[src/rtl/flash_pins_pkg.sv]
// constants and types shared by the serial flash pin front end
// assumes one 10 MHz core clock and a 32-bit AHB-Lite register port
package flash_pins_pkg;

   // ************************************************************
   // register byte offsets
   // ************************************************************
   localparam logic [7:0] OFS_CTRL   = 8'h00;
   localparam logic [7:0] OFS_STATUS = 8'h04;
   localparam logic [7:0] OFS_RXDATA = 8'h08;
   localparam logic [7:0] OFS_TXDATA = 8'h0c;
   localparam logic [7:0] OFS_ADDR   = 8'h10;
   localparam logic [7:0] OFS_MAP    = 8'h14;
   localparam logic [7:0] OFS_OP     = 8'h18;

   // ************************************************************
   // field positions and reset values
   // ************************************************************
   localparam int         ST_MODE3   = 0;
   localparam int         ST_BUSY    = 1;
   localparam int         ST_ABORTED = 2;
   localparam int         ST_IN_RST  = 3;
   localparam int         ST_HOLD    = 4;
   localparam int         ST_ARMED   = 5;
   localparam int         ST_IN_MAP  = 6;
   localparam int         ST_BITS    = 8;
   localparam int         MAP_SECTOR = 0;
   localparam int         MAP_BLK32  = 12;
   localparam int         MAP_BLK64  = 20;
   localparam logic [7:0] CTRL_RESET = 8'h00;
   localparam logic [7:0] TX_RESET   = 8'hff;

   // ************************************************************
   // lane widths
   // ************************************************************
   localparam logic [1:0] LANES_SINGLE = 2'h0;
   localparam logic [1:0] LANES_DUAL   = 2'h1;
   localparam logic [1:0] LANES_QUAD   = 2'h2;
   localparam logic [3:0] BYTE_BITS    = 4'h8;

   // ************************************************************
   // timing: length of an internal write, program or erase
   // ************************************************************
   localparam int          CLK_MHZ      = 10;
   localparam int          OP_TIME_US   = 50;
   localparam int          OP_CYCLES    = OP_TIME_US * CLK_MHZ;
   localparam logic [15:0] OP_CYCLES_16 = 16'(OP_CYCLES);

   // ************************************************************
   // types
   // ************************************************************
   typedef struct packed {
      logic       tx_drive;
      logic       spare;
      logic [1:0] lane_mode;
      logic       quad_command_mode;
      logic       quad_enable_bit;
      logic       pin_function_select_bit;
      logic       dedicated_reset_disable;
   } ctrl_t;

   typedef struct packed {
      logic [10:0] sector;
      logic [7:0]  blk32;
      logic [6:0]  blk64;
      logic        in_map;
   } map_t;

endpackage

[src/rtl/flash_addr_map.sv]
// splits a 24-bit byte address into sector and block numbers
// assumes an 8 Mbyte array of uniform 4 Kbyte sectors
`timescale 1ns/1ps
module flash_addr_map
   import flash_pins_pkg::*;
(
   input  wire logic [23:0] byte_addr,
   output map_t             map
);

   always_comb begin
      map.sector = byte_addr[22:12];
      map.blk32  = byte_addr[22:15];
      map.blk64  = byte_addr[22:16];
      map.in_map = ~byte_addr[23];
   end

endmodule

[src/rtl/flash_pin_front.sv]
// serial flash pin front end: reset, hold, lane sharing, mode 0/3 framing
// assumes all pins synchronous to CORE_CLK, serial clock far below 10 MHz
`timescale 1ns/1ps

// What this block does
// - low dedicated reset holds device, outputs floated
// - reset during internal operation aborts it
// - function bit 0 set ignores dedicated reset
// - only clock modes 0 and 3 supported
// - capture on rising edge, drive on falling
// - shared pin reset if select bit and bit 0 set, else hold
// - dual uses lanes 0-1, quad lanes 0-3
// - uniform 4K sectors in 32K/64K blocks
// - quad enable makes shared pin lane 3 only
// - hold floats output, pauses, keeps sequence state
// - select high ignores input; first needs fall
module flash_pin_front
   import flash_pins_pkg::*;
(
   input  wire logic        CORE_CLK,
   input  wire logic        RST,
   input  wire logic        HSEL,
   input  wire logic [31:0] HADDR,
   input  wire logic [1:0]  HTRANS,
   input  wire logic        HWRITE,
   input  wire logic [2:0]  HSIZE,
   input  wire logic [31:0] HWDATA,
   input  wire logic        HREADY,
   output logic      [31:0] HRDATA,
   output logic             HREADYOUT,
   output logic             HRESP,
   input  wire logic        SCK,
   input  wire logic        CS_N,
   input  wire logic        RESET_N,
   input  wire logic [3:0]  LANE_I,
   output logic      [3:0]  LANE_O,
   output logic      [3:0]  LANE_OE
);

   // ************************************************************
   // bus slave
   // ************************************************************
   logic        dsel_q;
   logic        dwr_q;
   logic [7:0]  dofs_q;
   logic [31:0] rdata_q;
   logic        wr_en;
   logic        rd_take;
   ctrl_t       ctrl_q;
   logic [7:0]  tx_q;
   logic [7:0]  rx_q;
   logic [23:0] addr_q;
   logic        mode3_q;
   logic        busy_q;
   logic        aborted_q;
   logic        armed_q;
   logic [15:0] op_cnt_q;
   logic [3:0]  bit_cnt_q;
   logic [31:0] status;
   map_t        map;

   assign HREADYOUT = 1'b1;
   assign HRESP     = 1'b0;
   assign HRDATA    = rdata_q;
   assign wr_en     = dsel_q & dwr_q;
   assign rd_take   = HSEL & HTRANS[1] & ~HWRITE & HREADY;

   always_ff @(posedge CORE_CLK or posedge RST) begin
      if (RST) begin
         dsel_q <= 1'b0;
         dwr_q  <= 1'b0;
         dofs_q <= 8'h00;
      end else if (HREADY) begin
         dsel_q <= HSEL & HTRANS[1];
         dwr_q  <= HWRITE;
         dofs_q <= HADDR[7:0];
      end
   end

   always_ff @(posedge CORE_CLK or posedge RST) begin
      if (RST) begin
         rdata_q <= 32'h0000_0000;
      end else if (rd_take) begin
         unique case (HADDR[7:0])
            OFS_CTRL:   rdata_q <= {24'h00_0000, ctrl_q};
            OFS_STATUS: rdata_q <= status;
            OFS_RXDATA: rdata_q <= {24'h00_0000, rx_q};
            OFS_TXDATA: rdata_q <= {24'h00_0000, tx_q};
            OFS_ADDR:   rdata_q <= {8'h00, addr_q};
            OFS_MAP:    rdata_q <= {5'h00, map.blk64, map.blk32, 1'b0, map.sector};
            default:    rdata_q <= 32'h0000_0000;
         endcase
      end
   end

   always_ff @(posedge CORE_CLK or posedge RST) begin
      if (RST) begin
         ctrl_q <= ctrl_t'(CTRL_RESET);
      end else if (wr_en && dofs_q == OFS_CTRL) begin
         ctrl_q <= ctrl_t'(HWDATA[7:0]);
      end
   end

   always_ff @(posedge CORE_CLK or posedge RST) begin
      if (RST) begin
         tx_q <= TX_RESET;
      end else if (wr_en && dofs_q == OFS_TXDATA) begin
         tx_q <= HWDATA[7:0];
      end
   end

   // ************************************************************
   // pin roles and reset sources
   // ************************************************************
   logic       quad_on;
   logic       shared_hold;
   logic       shared_rst;
   logic       in_rst;
   logic       hold_act;
   logic [1:0] lanes;

   assign quad_on     = ctrl_q.quad_enable_bit | (lanes == LANES_QUAD);
   assign shared_rst  = ~quad_on & ctrl_q.dedicated_reset_disable
                        & ctrl_q.pin_function_select_bit;
   assign shared_hold = ~quad_on & ~shared_rst;
   assign in_rst      = (~ctrl_q.dedicated_reset_disable & ~RESET_N)
                        | (shared_rst & ~LANE_I[3]);
   assign hold_act    = shared_hold & ~LANE_I[3] & ~CS_N;
   assign lanes       = ctrl_q.quad_command_mode ? LANES_QUAD : ctrl_q.lane_mode;

   assign status = {16'h0000, 4'h0, bit_cnt_q, 1'b0, map.in_map, armed_q, hold_act,
                    in_rst, aborted_q, busy_q, mode3_q};

   // ************************************************************
   // internal write/program/erase timer
   // ************************************************************
   always_ff @(posedge CORE_CLK or posedge RST) begin
      if (RST) begin
         busy_q   <= 1'b0;
         op_cnt_q <= 16'h0000;
      end else if (in_rst) begin
         busy_q   <= 1'b0;
         op_cnt_q <= 16'h0000;
      end else if (wr_en && dofs_q == OFS_OP) begin
         busy_q   <= 1'b1;
         op_cnt_q <= OP_CYCLES_16;
      end else if (busy_q) begin
         op_cnt_q <= op_cnt_q - 16'h0001;
         busy_q   <= (op_cnt_q != 16'h0001);
      end
   end

   // sticky abort flag, cleared by writing 1; a new abort wins
   always_ff @(posedge CORE_CLK or posedge RST) begin
      if (RST) begin
         aborted_q <= 1'b0;
      end else if (in_rst && busy_q) begin
         aborted_q <= 1'b1;
      end else if (wr_en && dofs_q == OFS_STATUS && HWDATA[ST_ABORTED]) begin
         aborted_q <= 1'b0;
      end
   end

   // ************************************************************
   // serial framing
   // ************************************************************
   logic       sck_q;
   logic       cs_n_q;
   logic       rise;
   logic       fall;
   logic       active;
   logic [3:0] step;
   logic [3:0] bit_cnt_d;
   logic       byte_done;
   logic [7:0] rx_sh_q;
   logic [7:0] rx_sh_d;
   logic [7:0] tx_sh_q;
   logic [3:0] out_q;
   logic [3:0] lane_mask;

   assign rise   = SCK & ~sck_q;
   assign fall   = ~SCK & sck_q;
   assign active = ~CS_N & armed_q & ~in_rst & ~hold_act;

   always_comb begin
      unique case (lanes)
         LANES_DUAL: begin
            step      = 4'h2;
            lane_mask = 4'b0011;
            rx_sh_d   = {rx_sh_q[5:0], LANE_I[1:0]};
         end
         LANES_QUAD: begin
            step      = 4'h4;
            lane_mask = 4'b1111;
            rx_sh_d   = {rx_sh_q[3:0], LANE_I[3:0]};
         end
         default: begin
            step      = 4'h1;
            lane_mask = 4'b0010;
            rx_sh_d   = {rx_sh_q[6:0], LANE_I[0]};
         end
      endcase
      bit_cnt_d = bit_cnt_q + step;
      byte_done = (bit_cnt_d == BYTE_BITS);
   end

   always_ff @(posedge CORE_CLK or posedge RST) begin
      if (RST) begin
         sck_q  <= 1'b0;
         cs_n_q <= 1'b1;
      end else begin
         sck_q  <= SCK;
         cs_n_q <= CS_N;
      end
   end

   // select must be seen high once after power-up
   always_ff @(posedge CORE_CLK or posedge RST) begin
      if (RST) begin
         armed_q <= 1'b0;
      end else if (CS_N) begin
         armed_q <= 1'b1;
      end
   end

   // clock level at select fall tells mode 0 from mode 3
   always_ff @(posedge CORE_CLK or posedge RST) begin
      if (RST) begin
         mode3_q <= 1'b0;
      end else if (cs_n_q && !CS_N) begin
         mode3_q <= SCK;
      end
   end

   // receive path; hold only freezes, select high or reset restarts
   always_ff @(posedge CORE_CLK or posedge RST) begin
      if (RST) begin
         bit_cnt_q <= 4'h0;
         rx_sh_q   <= 8'h00;
         rx_q      <= 8'h00;
         addr_q    <= 24'h00_0000;
      end else if (CS_N || in_rst) begin
         bit_cnt_q <= 4'h0;
         rx_sh_q   <= 8'h00;
      end else if (active && rise) begin
         rx_sh_q   <= rx_sh_d;
         bit_cnt_q <= byte_done ? 4'h0 : bit_cnt_d;
         if (byte_done) begin
            rx_q   <= rx_sh_d;
            addr_q <= {addr_q[15:0], rx_sh_d};
         end
      end
   end

   // transmit path: load while select high or in reset, and at each byte end
   always_ff @(posedge CORE_CLK or posedge RST) begin
      if (RST) begin
         tx_sh_q <= TX_RESET;
         out_q   <= 4'h0;
      end else if (CS_N || in_rst) begin
         tx_sh_q <= tx_q;
         out_q   <= 4'h0;
      end else if (active && rise && byte_done) begin
         tx_sh_q <= tx_q;
      end else if (active && fall) begin
         unique case (lanes)
            LANES_DUAL: begin
               out_q   <= {2'b00, tx_sh_q[7:6]};
               tx_sh_q <= {tx_sh_q[5:0], 2'b11};
            end
            LANES_QUAD: begin
               out_q   <= tx_sh_q[7:4];
               tx_sh_q <= {tx_sh_q[3:0], 4'hf};
            end
            default: begin
               out_q   <= {2'b00, tx_sh_q[7], 1'b0};
               tx_sh_q <= {tx_sh_q[6:0], 1'b1};
            end
         endcase
      end
   end

   assign LANE_O  = out_q;
   assign LANE_OE = (active && ctrl_q.tx_drive) ? lane_mask : 4'h0;

   // ************************************************************
   // address map
   // ************************************************************
   flash_addr_map u_map (
      .byte_addr (addr_q),
      .map       (map)
   );

endmodule

[config.mk]
export PLATFORM = sky130hd
export DESIGN_NAME = flash_pin_front
export DESIGN_NICKNAME = d
export VERILOG_FILES = /design/src/rtl/flash_pins_pkg.sv /design/src/rtl/flash_addr_map.sv /design/src/rtl/flash_pin_front.sv
export SDC_FILE = /design/constraint.sdc
export NUM_CORES = 1
export LEC_CHECK = 0
export ABC_CLOCK_PERIOD_IN_PS = 3470
export BUFFER_PORTS_ARGS = -buffer_cell sky130_fd_sc_hd__buf_4
export CORE_MARGIN = 3
export CORE_UTILIZATION = 45
export CTS_BUF_LIST = sky130_fd_sc_hd__clkbuf_8 sky130_fd_sc_hd__clkbuf_16
export CTS_CLUSTER_SIZE = 14
export DETAILED_ROUTE_END_ITERATION = 8
export PLACE_DENSITY = 0.7
export SETUP_SLACK_MARGIN = 0.1
export SYNTH_ARGS = -nofsm -noshare
export SYNTH_HDL_FRONTEND = slang
export SYNTH_SLANG_ARGS = --single-unit
export TNS_END_PERCENT = 1
[constraint.sdc]
create_clock -name CORE_CLK -period 3.47 [get_ports CORE_CLK]
set_clock_uncertainty 0.15 [all_clocks]
set_input_delay 0.347 -clock CORE_CLK [delete_from_list [all_inputs] [get_ports CORE_CLK]]
set_output_delay 0.347 -clock CORE_CLK [all_outputs]
set_load 0.02 [all_outputs]
# == Word-level counts from Yosys, hierarchy flattened ==
# Index checks and enable logic that the tools add are counted.
# totals
ff_bits,135
output_inout_bits,42
# classes
mux,27
n_reduce_logical,22
n_eq_ne,13
add_sub_neg,2
bitwise,31
# ops
cell,n
27-bit one-hot mux with 6 select lines,1
16-bit two-way mux,3
8-bit one-hot mux with 2 select lines,2
4-bit two-way mux,7
"8-bit by 4-bit equality test with 1-bit output, second input constant",3
"8-bit by 5-bit equality test with 1-bit output, second input constant",3
8-bit two-way mux,3
1-bit bitwise AND,16
"8-bit by 3-bit equality test with 1-bit output, second input constant",2
8-bit logical NOT,2
"16-bit by 1-bit inequality test with 1-bit output, second input constant",1
4-bit one-hot mux with 2 select lines,2
"16-bit by 1-bit subtractor with 16-bit output, second input constant",1
7-bit two-way mux,2
1-bit inverter,13
1-bit logical AND,11
3-bit one-hot mux with 2 select lines,1
2-bit nonzero test,3
3-bit nonzero test,2
1-bit two-way mux,5
4-bit adder,1
"4-bit equality test, second input constant",1
3-bit AND reduction,1
"2-bit by 1-bit equality test with 1-bit output, second input constant",1
7 further kinds,8

# == Logic depth before layout (Yosys ltp) ==
# Gate-level depths: netlist of run 1.
# depth
depth_word,16
depth_mapped,12
mapped_depth_nobuf,11

# == By module ==
# Synthesis of run 1 repeated with hierarchy kept, for this count alone.
# hier_totals
hier_cells,594
hier_area_um2,6152.2
# modules_own_cells
module,seq_area_each_um2,n_inst,cells_per_inst,area_each_um2
flash_pin_front,3074.2,1,567,5953.2
flash_addr_map,0.0,1,27,198.9

# == Least setup slack after synthesis of run 1 ==
# OpenSTA, ideal clock, no wires.
# synth_path
path_type,reg-to-reg
start,reg ctrl_q[5] in the netlist's numbering
end,reg addr_q[10]
slack_ns,0.521
required_ns,3.195
stages_incl_launch_ff,11
t_arrival_ns,2.675
path_cell_list,dfrtp_1 or2_2 inv_1 ha_1 ha_1 inv_1 fa_1 nor3b_1 o211ai_1 clkbuf_1 mux2_2
# synth_between
elab_chain_len,14
# synth_lines
element,line,rtl
start: declaration,flash_pin_front.sv:49,ctrl_t ctrl_q;
start signal: assignment,flash_pin_front.sv:98,ctrl_q <= ctrl_t'(CTRL_RESET);
start signal: assignment,flash_pin_front.sv:100,ctrl_q <= ctrl_t'(HWDATA[7:0]);
2-bit two-way mux (*),flash_pin_front.sv:129,assign lanes = ctrl_q.quad_command_mode ? LANES_QUAD : ctrl_q.lane_mode;
2-bit equality test,"flash_pin_front.sv:122, flash_pin_front.sv:186",
1-bit OR,flash_pin_front.sv:122,assign quad_on = ctrl_q.quad_enable_bit | (lanes == LANES_QUAD);
1-bit inverter,"flash_pin_front.sv:123, flash_pin_front.sv:125",
1-bit bitwise AND,flash_pin_front.sv:123,assign shared_rst = ~quad_on & ctrl_q.dedicated_reset_disable
1-bit bitwise AND,flash_pin_front.sv:124,& ctrl_q.pin_function_select_bit;
1-bit inverter,flash_pin_front.sv:125,assign shared_hold = ~quad_on & ~shared_rst;
1-bit bitwise AND,flash_pin_front.sv:125,
1-bit bitwise AND (2 in a row),flash_pin_front.sv:128,assign hold_act = shared_hold & ~LANE_I[3] & ~CS_N;
1-bit inverter,flash_pin_front.sv:183,assign active = ~CS_N & armed_q & ~in_rst & ~hold_act;
1-bit bitwise AND,flash_pin_front.sv:183,
1-bit logical AND,flash_pin_front.sv:245,end else if (active && rise) begin
3-bit AND reduction (no line) (*),n/a,
end signal: assignment,flash_pin_front.sv:250,"addr_q <= {addr_q[15:0], rx_sh_d};"
end: declaration,flash_pin_front.sv:52,logic [23:0] addr_q;
# Every way passes the cells marked *; elsewhere a longest branch is shown, timed or not.
# A chain may end at the register's enable or synchronous reset.

# == Worst setup path after layout of run 1 ==
# layout_path
start,reg ctrl_q[3] in the netlist's numbering
end,reg addr_q[8]
# Same word-level chain as after synthesis.

==> run metrics, run 1 <==
crit end category register; Worst Max-Slew Pin Slew between 700 and 800 ps; FF/Latch Area roughly 3100 µm²; Seq cells post-synth 122; final total power about 3.7 mW; crit-path max FO 16; Pre-antenna DRT Iters 5; first-pass GRT wire length ~23000 µm; Setup violations, final 0; Via Count approximately 4.4k; root buf cell clkbuf_16; post-synthesis mux area share 0.121; met2 usage 0.327; top cells by count, synth 105 x dfrtp_1, 52 x nand2_1, 51 x o21ai_0; routed len/inst 17.2 µm; maximum clock insertion buffer count 2; final worst setup slack between 300 and 400 ps; Data required, critical path ~3600 ps; startpoint types register; crit path from ctrl_q[3]; Slew Viols, Final 0; GRT Total Usage 0.201; fmax roughly 320 MHz; max_cap viols 0; Post-synth EDFFs 0; ranking of synthesized cells by area dfrtp_1 44%, mux2_2 8.2%, dfstp_2 7.5%, o21ai_0 4.3%, mux2i_1 3.9%; maximum VDD drop 0.330 mV; initial antenna violation count 0; post-DR vias/cell roughly 5.5; Synth Warn # 0; CTS Sinks between 100 and 150; DIE AREA about 15000 µm²; # diodes 0; number of buffers inserted by port buffering 63; Power Dens Cells about 510 nW/µm²; top cell type's share of synthesized area 0.443; clock tree from TritonCTS yes; largest family of logic cells by synthesized area compound AO/OA/AOI/OAI gates; outcome complete, no violations; Clock transition at path regs around 50 ps; post-synthesis sequential area ratio 0.519; CTS buffer count 17; num rows between 40 and 50; H-tree depth 4; Fin. Hold Viols 0; Nets about 710; GPL Wtd Cong around 0.83; Yosys cell types 54; area occupied by multi-input gates about 2600 µm²; Post-Synth XOR/XNOR Area 0.0251; RSZ-0062 raised after global routing true; count leader, synth dfrtp_1; Total Wirelength 13800 µm; Initial Utilization 0.466; post-layout min period about 3200 ps; Setup WS pre-CTS 303 ps; Leak roughly 3.3 nW; CP Class register to register; Rel. slew slack 0.492; Mapped Cells between 500 and 600; Synth Flop Type dfrtp_1; GRT overflow 0; Top Usage Layer GRT met2; Post-Synth Simple-Gate Area 0.129; routing usage on met3 0.0529; Post-DP HPWL between 9000 and 10000 µm; I/O pins 123; min-delay src HWRITE; synthesized cell area 5930 µm²; DRT iter0 DRCs 334; grt met1 use 0.261; critical path arrival approximately 3300 ps; largest net degree at the start of global routing 98; Skew-Pair Late Insertion Delay approximately 420 ps; hold crit path type input port to register; die width approximately 120 µm; share of cells above drive strength 1 0.269; fin crit share 0.911; Final ANT Viol Nets 0; Die Y roughly 120 µm; Core ar. ~13000 µm²; DRC 0; setup TNS 0 ps; post-synthesis adder-cell area fraction 0.0203; Async S/R FF share, synth 1.00; area grow syn2layout 21.2%; average size of a mapped cell ~11 µm²; post-synthesis compound-gate area fraction 0.144; vias in the first global route 4533; # fillers around 1.1k; Crit Reg-Reg Startpoint ctrl_q[3]; post-synth top area cell dfrtp_1; setup bufs post-CTS 0
## area by class of cell
class                   count  share of cell area
multi-input cells         391               0.366
repair buffers             74              0.0805
flip-flops and latches    122               0.428
inverters                  12             0.00679
clock inverters            13              0.0256
well taps                 172              0.0300
clock buffers              19              0.0630
## final timing paths
kind	endpoint	slack, ps	cells past startpoint
max in group asynchronous	tx_q[6]	1880	4
min in group asynchronous	LANE_O[1]	410	3
hold reg to reg	HRDATA[21]	330	2
hold / removal	dwr_q	20	2
setup reg to reg	addr_q[8]	310	9
setup / recovery	addr_q[8]	310	9
## cell families (layout without fill, tap and decap cells)
| logic type | after synthesis | after routing |
|---|---|---|
| AO/OA/AOI/OAI | 137 | 137 |
| XOR/XNOR | 17 | 17 |
| AND/OR/NAND/NOR | 155 | 155 |
| buffers and inverters | 52 | 118 |
| multiplexers | 66 | 66 |
| adder cells (fa/ha/maj) | 9 | 9 |
| other | 2 | 7 |
| flip-flops | 122 | 122 |
## power breakdown
| part | total (mW) | internal [mW] | switching (mW) |
|---|---|---|---|
| clock network | 1.89 | 1.29 | 0.601 |
| logic | 0.266 | 0.104 | 0.161 |
| registers | 1.50 | 1.47 | 0.0326 |
## metal layers
metal	wire, µm	vias to the layer above
met5	0	-
met3	684	24
li1	-	2111
met1	6230	2202
met2	6670	112
met4	255	0
## through the flow
stage | hold slack, ps | instances | instance area, µm² | util
final | 15.7 | 803 | 7180 | 0.565
after global routing | 9.22 | 803 | 7180 | 0.565
after CTS | 3.12 | 803 | 7180 | 0.565
after detailed placement | 307 | 767 | 6500 | 0.511
after global placement | 296 | 767 | 6500 | 0.511
after floorplan | 201 | 565 | 5950 | -
## state kept, by name (all words and copies together) (netlist names), 4 cells and up
signal	cells
rx_sh_q	7
tx_q	8
tx_sh_q	8
bit_cnt_q	4
rx_q	7
HRDATA	27
op_cnt_q	16
dofs_q	8
ctrl_q	8
LANE_O	4
addr_q	17
## critical path, stage by stage, from the launching register on
cell      delay, ps
dfrtp_1         420
nor2b_1         270
inv_1            80
ha_1            320
ha_1            360
a21oi_1         220
a21oi_1         130
o211ai_1        430
buf_4           320
mux2_2          360
## placed cells by master, fill, tap and decap left out, drive strengths merged, types with 4 or more instances in the layout
master / n
xnor2: 13
mux2: 43
nor3b: 4
or3: 6
a22oi: 20
a22o: 4
nor2: 41
nand2: 52
xor2: 4
o21ai: 52
nor3: 9
buf: 70
a21oi: 34
nand2b: 4
nor2b: 6
bufinv: 5
dfrtp: 105
nor4: 4
clkbuf: 19
nand3: 8
conb: 7
dlygate4sd3: 4
and3: 4
a221o: 7
ha: 8
dfstp: 17
inv: 16
mux2i: 23
## what timing repair did
action	in CTS	in global routing
resized for setup	0	1
hold buffers	4	0
setup endpoints to repair	0	5
endpoints found under the hold margin	18	0
(Power assumes the default switching activity.)
==> run 2, diff against run 1 <==
- ABC_CLOCK_PERIOD_IN_PS: 3470 -> 2740
- BUFFER_PORTS_ARGS: -buffer_cell sky130_fd_sc_hd__buf_4 -> -buffer_cell sky130_fd_sc_hd__buf_2
- GPL_ROUTABILITY_DRIVEN: default -> 0
- clock period: 3.47 -> 2.74 ns (I/O delays scaled with it)
==> run 2 against run 1 <==
  * The flow now finishes with violations (negative setup slack)
  * Die area stayed put
  * Clock-buffer cell count is 1 higher
  * Register-to-register slack worse by 520 ps
  * First-iteration DRC count is 13% lower
  * Final area is 5.8% higher
  * Worst hold slack better by 100 ps
  * Utilization is 3.3 points higher
  * Critical endpoint is now tx_sh_q[1]
  * Clock power is 24% higher
==> run metrics, run 2 (same netlist as run 1, synthesis figures left out) <==
Leak 3.50 nW (+6.8%); fmax 338 MHz (+6.9%); hold crit path type input port to register; Pint 3.62 mW (+26%); combinational share of power 0.091 (+0.018); Worst Max-Slew Pin Slew 664 ps (-94.3 ps); routed len/inst 17.0 µm (-1.4%); max_cap viols 0 (unchanged); GRT Total Usage 0.207 (+0.00575); Fin. Hold Viols 0 (unchanged); slowest stage delay, CP 390 ps (-40 ps); final worst setup slack -217 ps (-525 ps); Rel. slew slack 0.557 (+0.0647); num rows 41 (unchanged); number of buffers inserted by port buffering 63 (unchanged); initial antenna violation count 0 (unchanged); placed cells 789 (+2.9%); Final ANT Viol Nets 0 (unchanged); Reg power frac 0.407 (-0.003); Skew-Pair Late Insertion Delay 420 ps (about the same); failing checks negative setup slack; Setup violations, final 36 (+36); vias in the first global route 4641 (+2.4%); clock power share 0.503 (-0.014); Die Y 121 µm (unchanged); post-layout min period 2960 ps (-205 ps); startpoint types register; worst reg2reg endpoint tx_sh_q[1]; Nets 753 (+6.4%); I/O pins 123 (unchanged); max reg flops 27 (unchanged); Clock transition at path regs 60 ps (about the same); first-pass GRT wire length 23500 µm (+2.9%); switching part of the total 0.225 (+0.00770); share of cells above drive strength 1 0.325 (+0.0560); largest net degree at the start of global routing 60 (-39%); outcome complete, but fails checks; Final Cell Area 7600 µm² (+5.8%); clock tree from TritonCTS yes; DIE AREA 14600 µm² (unchanged); Crit Reg-Reg Startpoint ctrl_q[3]; CTS buffer count 17 (unchanged); die width 121 µm (unchanged); CP Capture Point tx_sh_q[1]; Top delay family on crit path adder cells; GRT overflow 0 (unchanged); fin crit share 1.08 (+0.168); root buf cell clkbuf_16; placed cell areas 6540 µm² (+0.50%); Slew Viols, Final 0 (unchanged); DRC 0 (unchanged); worst reg-to-reg setup slack -220 ps (-520 ps); Final Util 0.598 (+0.0329); Power Dens Cells 614 nW/µm² (+21%); Critical path buffers and inverters 4 (+2); most frequent cells in the layout 105 x dfrtp_1, 61 x buf_2, 52 x nand2_1; crit end category register; WP depth 13 (+4); Setup WS pre-CTS -403 ps (-706 ps); switching power total 1.05 mW (+32%); critical path arrival 3150 ps (-160 ps); # diodes 0 (unchanged); crit path from ctrl_q[3]; Slowest-stage cell, CP dfrtp_1; maximum VDD drop 0.427 mV (+29%); Data required, critical path 2930 ps (-690 ps); Total Wirelength 14400 µm (+4.2%); crit-path max FO 8 (-8); Initial Utilization 0.466 (unchanged); Via Count 4655 (+4.6%); RSZ-0062 raised after global routing true; worst-path cell chain buf_6 -> nor2b_4 -> buf_4 -> ha_4 -> ha_4 -> inv_2 -> fa_2 -> xnor2_2 -> nor3b_4 -> o211ai_1 -> buf_4 -> and2_4 -> a221o_1; final cell count without fillers 848 (+5.6%); H-tree depth 4 (unchanged); Core ar. 12700 µm² (unchanged); DRT iter0 DRCs 291 (-13%); CP Class register to register; maximum clock insertion buffer count 2 (unchanged); CTS Sinks 122 (unchanged); # fillers 1060 (-1.7%); Pre-antenna DRT Iters 5 (unchanged); post-DR vias/cell 5.49 (-0.92%); R2R depth 13 (+4); setup TNS -5640 ps (-5640 ps); area grow syn2layout 28.3%; commonest non-fill, non-tap cell in the layout dfrtp_1; Post-DP HPWL 9920 µm (+1.2%)
-- run 2: cell count changes in the layout (fill, tap and decap cells not counted), moves of 4 or more --
cell	previous run	this run
buf_12	1	6
buf_2	0	61
buf_4	69	30
dlygate4sd3_1	4	20
ha_1	8	3
ha_4	0	4
inv_1	16	12
o21ai_0	51	45
o21ai_1	0	6
-- run 2: power by group through the flow --
stage | Sequential [mW] | Combinational [mW] | Clock [mW]
final | 1.90 | 0.424 | 2.35
after global routing | 1.90 | 0.460 | 2.47
after CTS | 1.90 | 0.413 | 2.38
after detailed placement | 1.93 | 0.354 | 0
after global placement | 1.92 | 0.342 | 0
after floorplan | 1.91 | 0.242 | 0
-- run 2: what timing repair did --
item	CTS	global route
buffers inserted	5	2
pin swaps	5	2
hold endpoints to repair	48	0
hold buffers	20	0
setup endpoints to repair	69	60
gates resized for setup	36	11
-- run 2: worst register-to-register path: stages, from the launching register on --
cell and delay (ps):
dfrtp_1 390, buf_6 120, nor2b_4 30, buf_4 130
ha_4 280, ha_4 130, inv_2 40, fa_2 340
xnor2_2 180, nor3b_4 200, o211ai_1 210, buf_4 190
and2_4 180, a221o_1 310
-- run 2: final cells by class --
cell class              count  area [µm²]  share of cell area
inverters                  12        48.8             0.00642
repair buffers            119         873               0.115
well taps                 172         215              0.0283
clock inverters            12         156              0.0206
multi-input cells         391        2770               0.364
clock buffers              20         467              0.0614
flip-flops and latches    122        3070               0.404
-- run 2: worst min-delay path by stage --
stage                     cells past startpoint   endpoint  startpoint  slack (ps)
after CTS                                     2     dsel_q      HREADY         110
final                                         2     dsel_q      HREADY         120
after global placement                        2  LANE_O[0]         RST         210
after global routing                          2     dsel_q      HREADY         150
after floorplan                               0     cs_n_q        CS_N         130
after detailed placement                      2  LANE_O[1]         RST         220
-- run 2: metrics by stage --
step,hold WS (ps),total power [mW]
after CTS,114,4.69
after global routing,148,4.84
after floorplan,128,2.15
final,120,4.67
after detailed placement,220,2.28
after global placement,208,2.27
-- run 2: layer usage --
metal  part of all wire  routed length, µm  vias up  global-route usage
li1                   -                  -     2198                   -
met3              0.050                726       29              0.0529
met5                  0                  0        -                   0
met4              0.023                328        0              0.0744
met1               0.46               6620     2291               0.280
met2               0.47               6750      137               0.323
==> run 3, diff against run 2 <==
- ABC_AREA: default -> 1
- CTS_CLUSTER_SIZE: 14 -> 40
==> run 3 against run 2 <==
  * The run now ends clean
  * Final area is 3.3% higher
  * Critical endpoint is now addr_q[14]
  * Power is 17% higher
  * Sequential share of layout area is 1.3 points lower
  * Combinational power grew to 2.5 times the previous value
  * Largest cell class unchanged
  * First-iteration DRC count is 43% higher
  * Die area is 4.9% higher
  * Highest routed layer unchanged
  * Sequential power is 20% higher
  * Wire length is 9.8% higher
  * Synthesized cell count is 41% higher
  * Clock-buffer cell count is 2 lower
==> run metrics, run 3 <==
outcome complete, no violations; synthesized cell area 6230 µm² (+5.2%); crit-path max FO 6 (-2); Slew Viols, Final 0 (unchanged); CP Class register to register; WHS 30.9 ps (-89.3 ps); initial antenna violation count 0 (unchanged); count leader, synth nand2_1; crit end category register; crit path from ctrl_q[3]; DRT iter0 DRCs 417 (+43%); Power Dens Cells 696 nW/µm² (+13%); DIE AREA 15300 µm² (+4.9%); critical path arrival 2810 ps (-340 ps); GRT overflow 0 (unchanged); Critical path buffers and inverters 5 (+1); Data required, critical path 2900 ps (-30 ps); Mapped Cells 787 (+41%); ranking of synthesized cells by area dfrtp_1 42%, nand2_1 13%, dfstp_2 7.2%, inv_1 5.8%, o21ai_0 5.4%; post-layout min period 2660 ps (-298 ps); # fillers 1186 (+12%); post-synthesis sequential area ratio 0.493 (-0.0255); Async S/R FF share, synth 1.00 (unchanged); first-pass GRT wire length 26100 µm (+11%); Fin. Hold Viols 0 (unchanged); Worst Max-Slew Pin Slew 763 ps (+98.2 ps); vias in the first global route 5206 (+12%); Hold Path Stages 3 (+1); final total power 5.46 mW (+17%); share of cells above drive strength 1 0.212 (-0.114); top cells by count, synth 214 x nand2_1, 105 x dfrtp_1, 96 x inv_1; worst reg-to-reg setup slack 80 ps (+300 ps); Reg power frac 0.418 (+0.011); Setup WS pre-CTS 39.6 ps (+443 ps); Core ar. 13400 µm² (+5.3%); Synth Flop Type dfrtp_1; Final ANT Viol Nets 0 (unchanged); # diodes 0 (unchanged); Synth Warn # 0 (unchanged); post-DR vias/cell 5.19 (-5.5%); post-synth top area cell dfrtp_1; most frequent cells in the layout 210 x nand2_1, 105 x dfrtp_1, 94 x inv_1; Via Count 5597 (+20%); Pint 3.74 mW (+3.5%); WP depth 15 (+2); FF/Latch Area 3070 µm² (unchanged); combinational share of power 0.195 (+0.104); fmax 376 MHz (+11%); commonest non-fill, non-tap cell in the layout nand2_1; Die Y 124 µm (+2.4%); clock power share 0.387 (-0.116); Clock transition at path regs 60 ps (about the same); die width 124 µm (+2.4%); Post-synth EDFFs 0 (unchanged); maximum VDD drop 0.416 mV (-2.5%); slowest stage delay, CP 420 ps (+30 ps); largest net degree at the start of global routing 47 (-22%); Skew-Pair Late Insertion Delay 420 ps (about the same); Initial Utilization 0.465 (-0.000696); num rows 42 (+2.4%); Leak 4.10 nW (+17%); max reg flops 27 (unchanged); min-delay src HADDR[4]; CTS Sinks 122 (unchanged); Total Wirelength 15800 µm (+9.8%); clock tree from TritonCTS yes; I/O pins 123 (unchanged); Slowest-stage cell, CP dfrtp_1; maximum clock insertion buffer count 2 (unchanged); Rel. slew slack 0.491 (-0.0666); Crit Reg-Reg Startpoint ctrl_q[3]; top cell type's share of synthesized area 0.422 (-0.0218); DRC 0 (unchanged); Yosys cell types 41 (-24%); root buf cell clkbuf_16; GRT Total Usage 0.219 (+0.0120); startpoint types register; average size of a mapped cell 7.92 µm² (-25%); Seq cells post-synth 122 (unchanged); RSZ-0062 raised after global routing true; Top delay family on crit path adder cells; hold crit path type input port to register; area occupied by multi-input gates 2760 µm² (-0.41%); Pre-antenna DRT Iters 5 (unchanged); area grow syn2layout 26.0%; R2R depth 15 (+2); fin crit share 0.971 (-0.109); switching power total 1.72 mW (+64%); number of buffers inserted by port buffering 63 (unchanged); Post-DP HPWL 11000 µm (+11%); max_cap viols 0 (unchanged); setup TNS 0 ps (+5640 ps); routed len/inst 14.7 µm (-14%); CTS buffer count 17 (unchanged); switching part of the total 0.315 (+0.0897); Setup violations, final 0 (-100%); worst-path cell chain inv_2 -> nand2_4 -> inv_4 -> ha_4 -> ha_4 -> inv_2 -> fa_2 -> xor2_2 -> nand3_4 -> nor2_4 -> nand2_4 -> buf_12 -> clkbuf_16 -> nor2_4 -> a21oi_2; Final Util 0.586 (-0.0118); H-tree depth 4 (unchanged); final worst setup slack 80.7 ps (+298 ps); Nets 980 (+30%)
[run 3: changes by cell type in the layout (fill, tap and decap cells not counted), moves of 19 or more]
cell / delta
mux2_2: -41
a22oi_1: -19
inv_1: +82
mux2i_1: -23
nand3_1: +51
nand2_1: +158
[run 3: worst paths after layout]
path	endpoint
min	dofs_q[4]
min in group asynchronous	op_cnt_q[5]
max reg2reg	addr_q[14]
min reg2reg	LANE_O[0]
max in group asynchronous	tx_sh_q[6]
max	addr_q[14]
[run 3: cell type report]
class	instances	share of cell area
inverter	104	0.0508
timing repair buffer	108	0.106
clock inverter	14	0.0159
sequential	122	0.392
multi-input combinational	537	0.351
clock buffer	18	0.0559
tap	176	0.0280
[run 3: cell families after synthesis]
logic type	Yosys count	synth area share
and+or+nand+nor	379	0.262
AOI/OAI and AO/OA	134	0.120
buffers and inverters	133	0.0917
DFF	122	0.493
adders and majority gates	9	0.0193
xor gates and xnor gates	6	0.00843
other	2	0.00121
muxes	2	0.00361
[run 3: tightest hold or removal path, cell delays in order]
cell     delay, ps
buf_2           90
inv_1          100
a21oi_1         80
[run 3: repair_timing]
| action | in CTS | in global routing |
|---|---|---|
| hold buffers | 22 | 0 |
| hold endpoints to repair | 58 | 0 |
| setup endpoints to repair | 36 | 36 |
| pin swaps | 7 | 9 |
| cloned | 2 | 1 |
| resized for setup | 15 | 38 |
| buffers inserted | 5 | 0 |
[run 3: routing by layer]
metal | part of all wire | vias up | global-route usage
met5 | 0 | - | 0
met4 | 0.022 | 0 | 0.0865
met3 | 0.059 | 25 | 0.0404
met2 | 0.45 | 177 | 0.329
met1 | 0.47 | 2651 | 0.313
li1 | - | 2744 | -
[run 3: per-stage QoR]
stage / cells / area, µm²
after CTS: 1078 / 7710
after global placement: 1017 / 6760
final: 1079 / 7850
after detailed placement: 1017 / 6760
after floorplan: 792 / 6250
after global routing: 1079 / 7850
[run 3: power by group through the flow]
| stage | clock network, mW | logic [mW] | registers [mW] |
|---|---|---|---|
| finish | 2.11 | 1.07 | 2.28 |
| global placement | 0 | 0.958 | 2.30 |
| detailed placement | 0 | 0.987 | 2.30 |
| global route | 2.22 | 1.23 | 2.32 |
| floorplan | 0 | 0.754 | 2.25 |
| CTS | 2.14 | 1.03 | 2.27 |
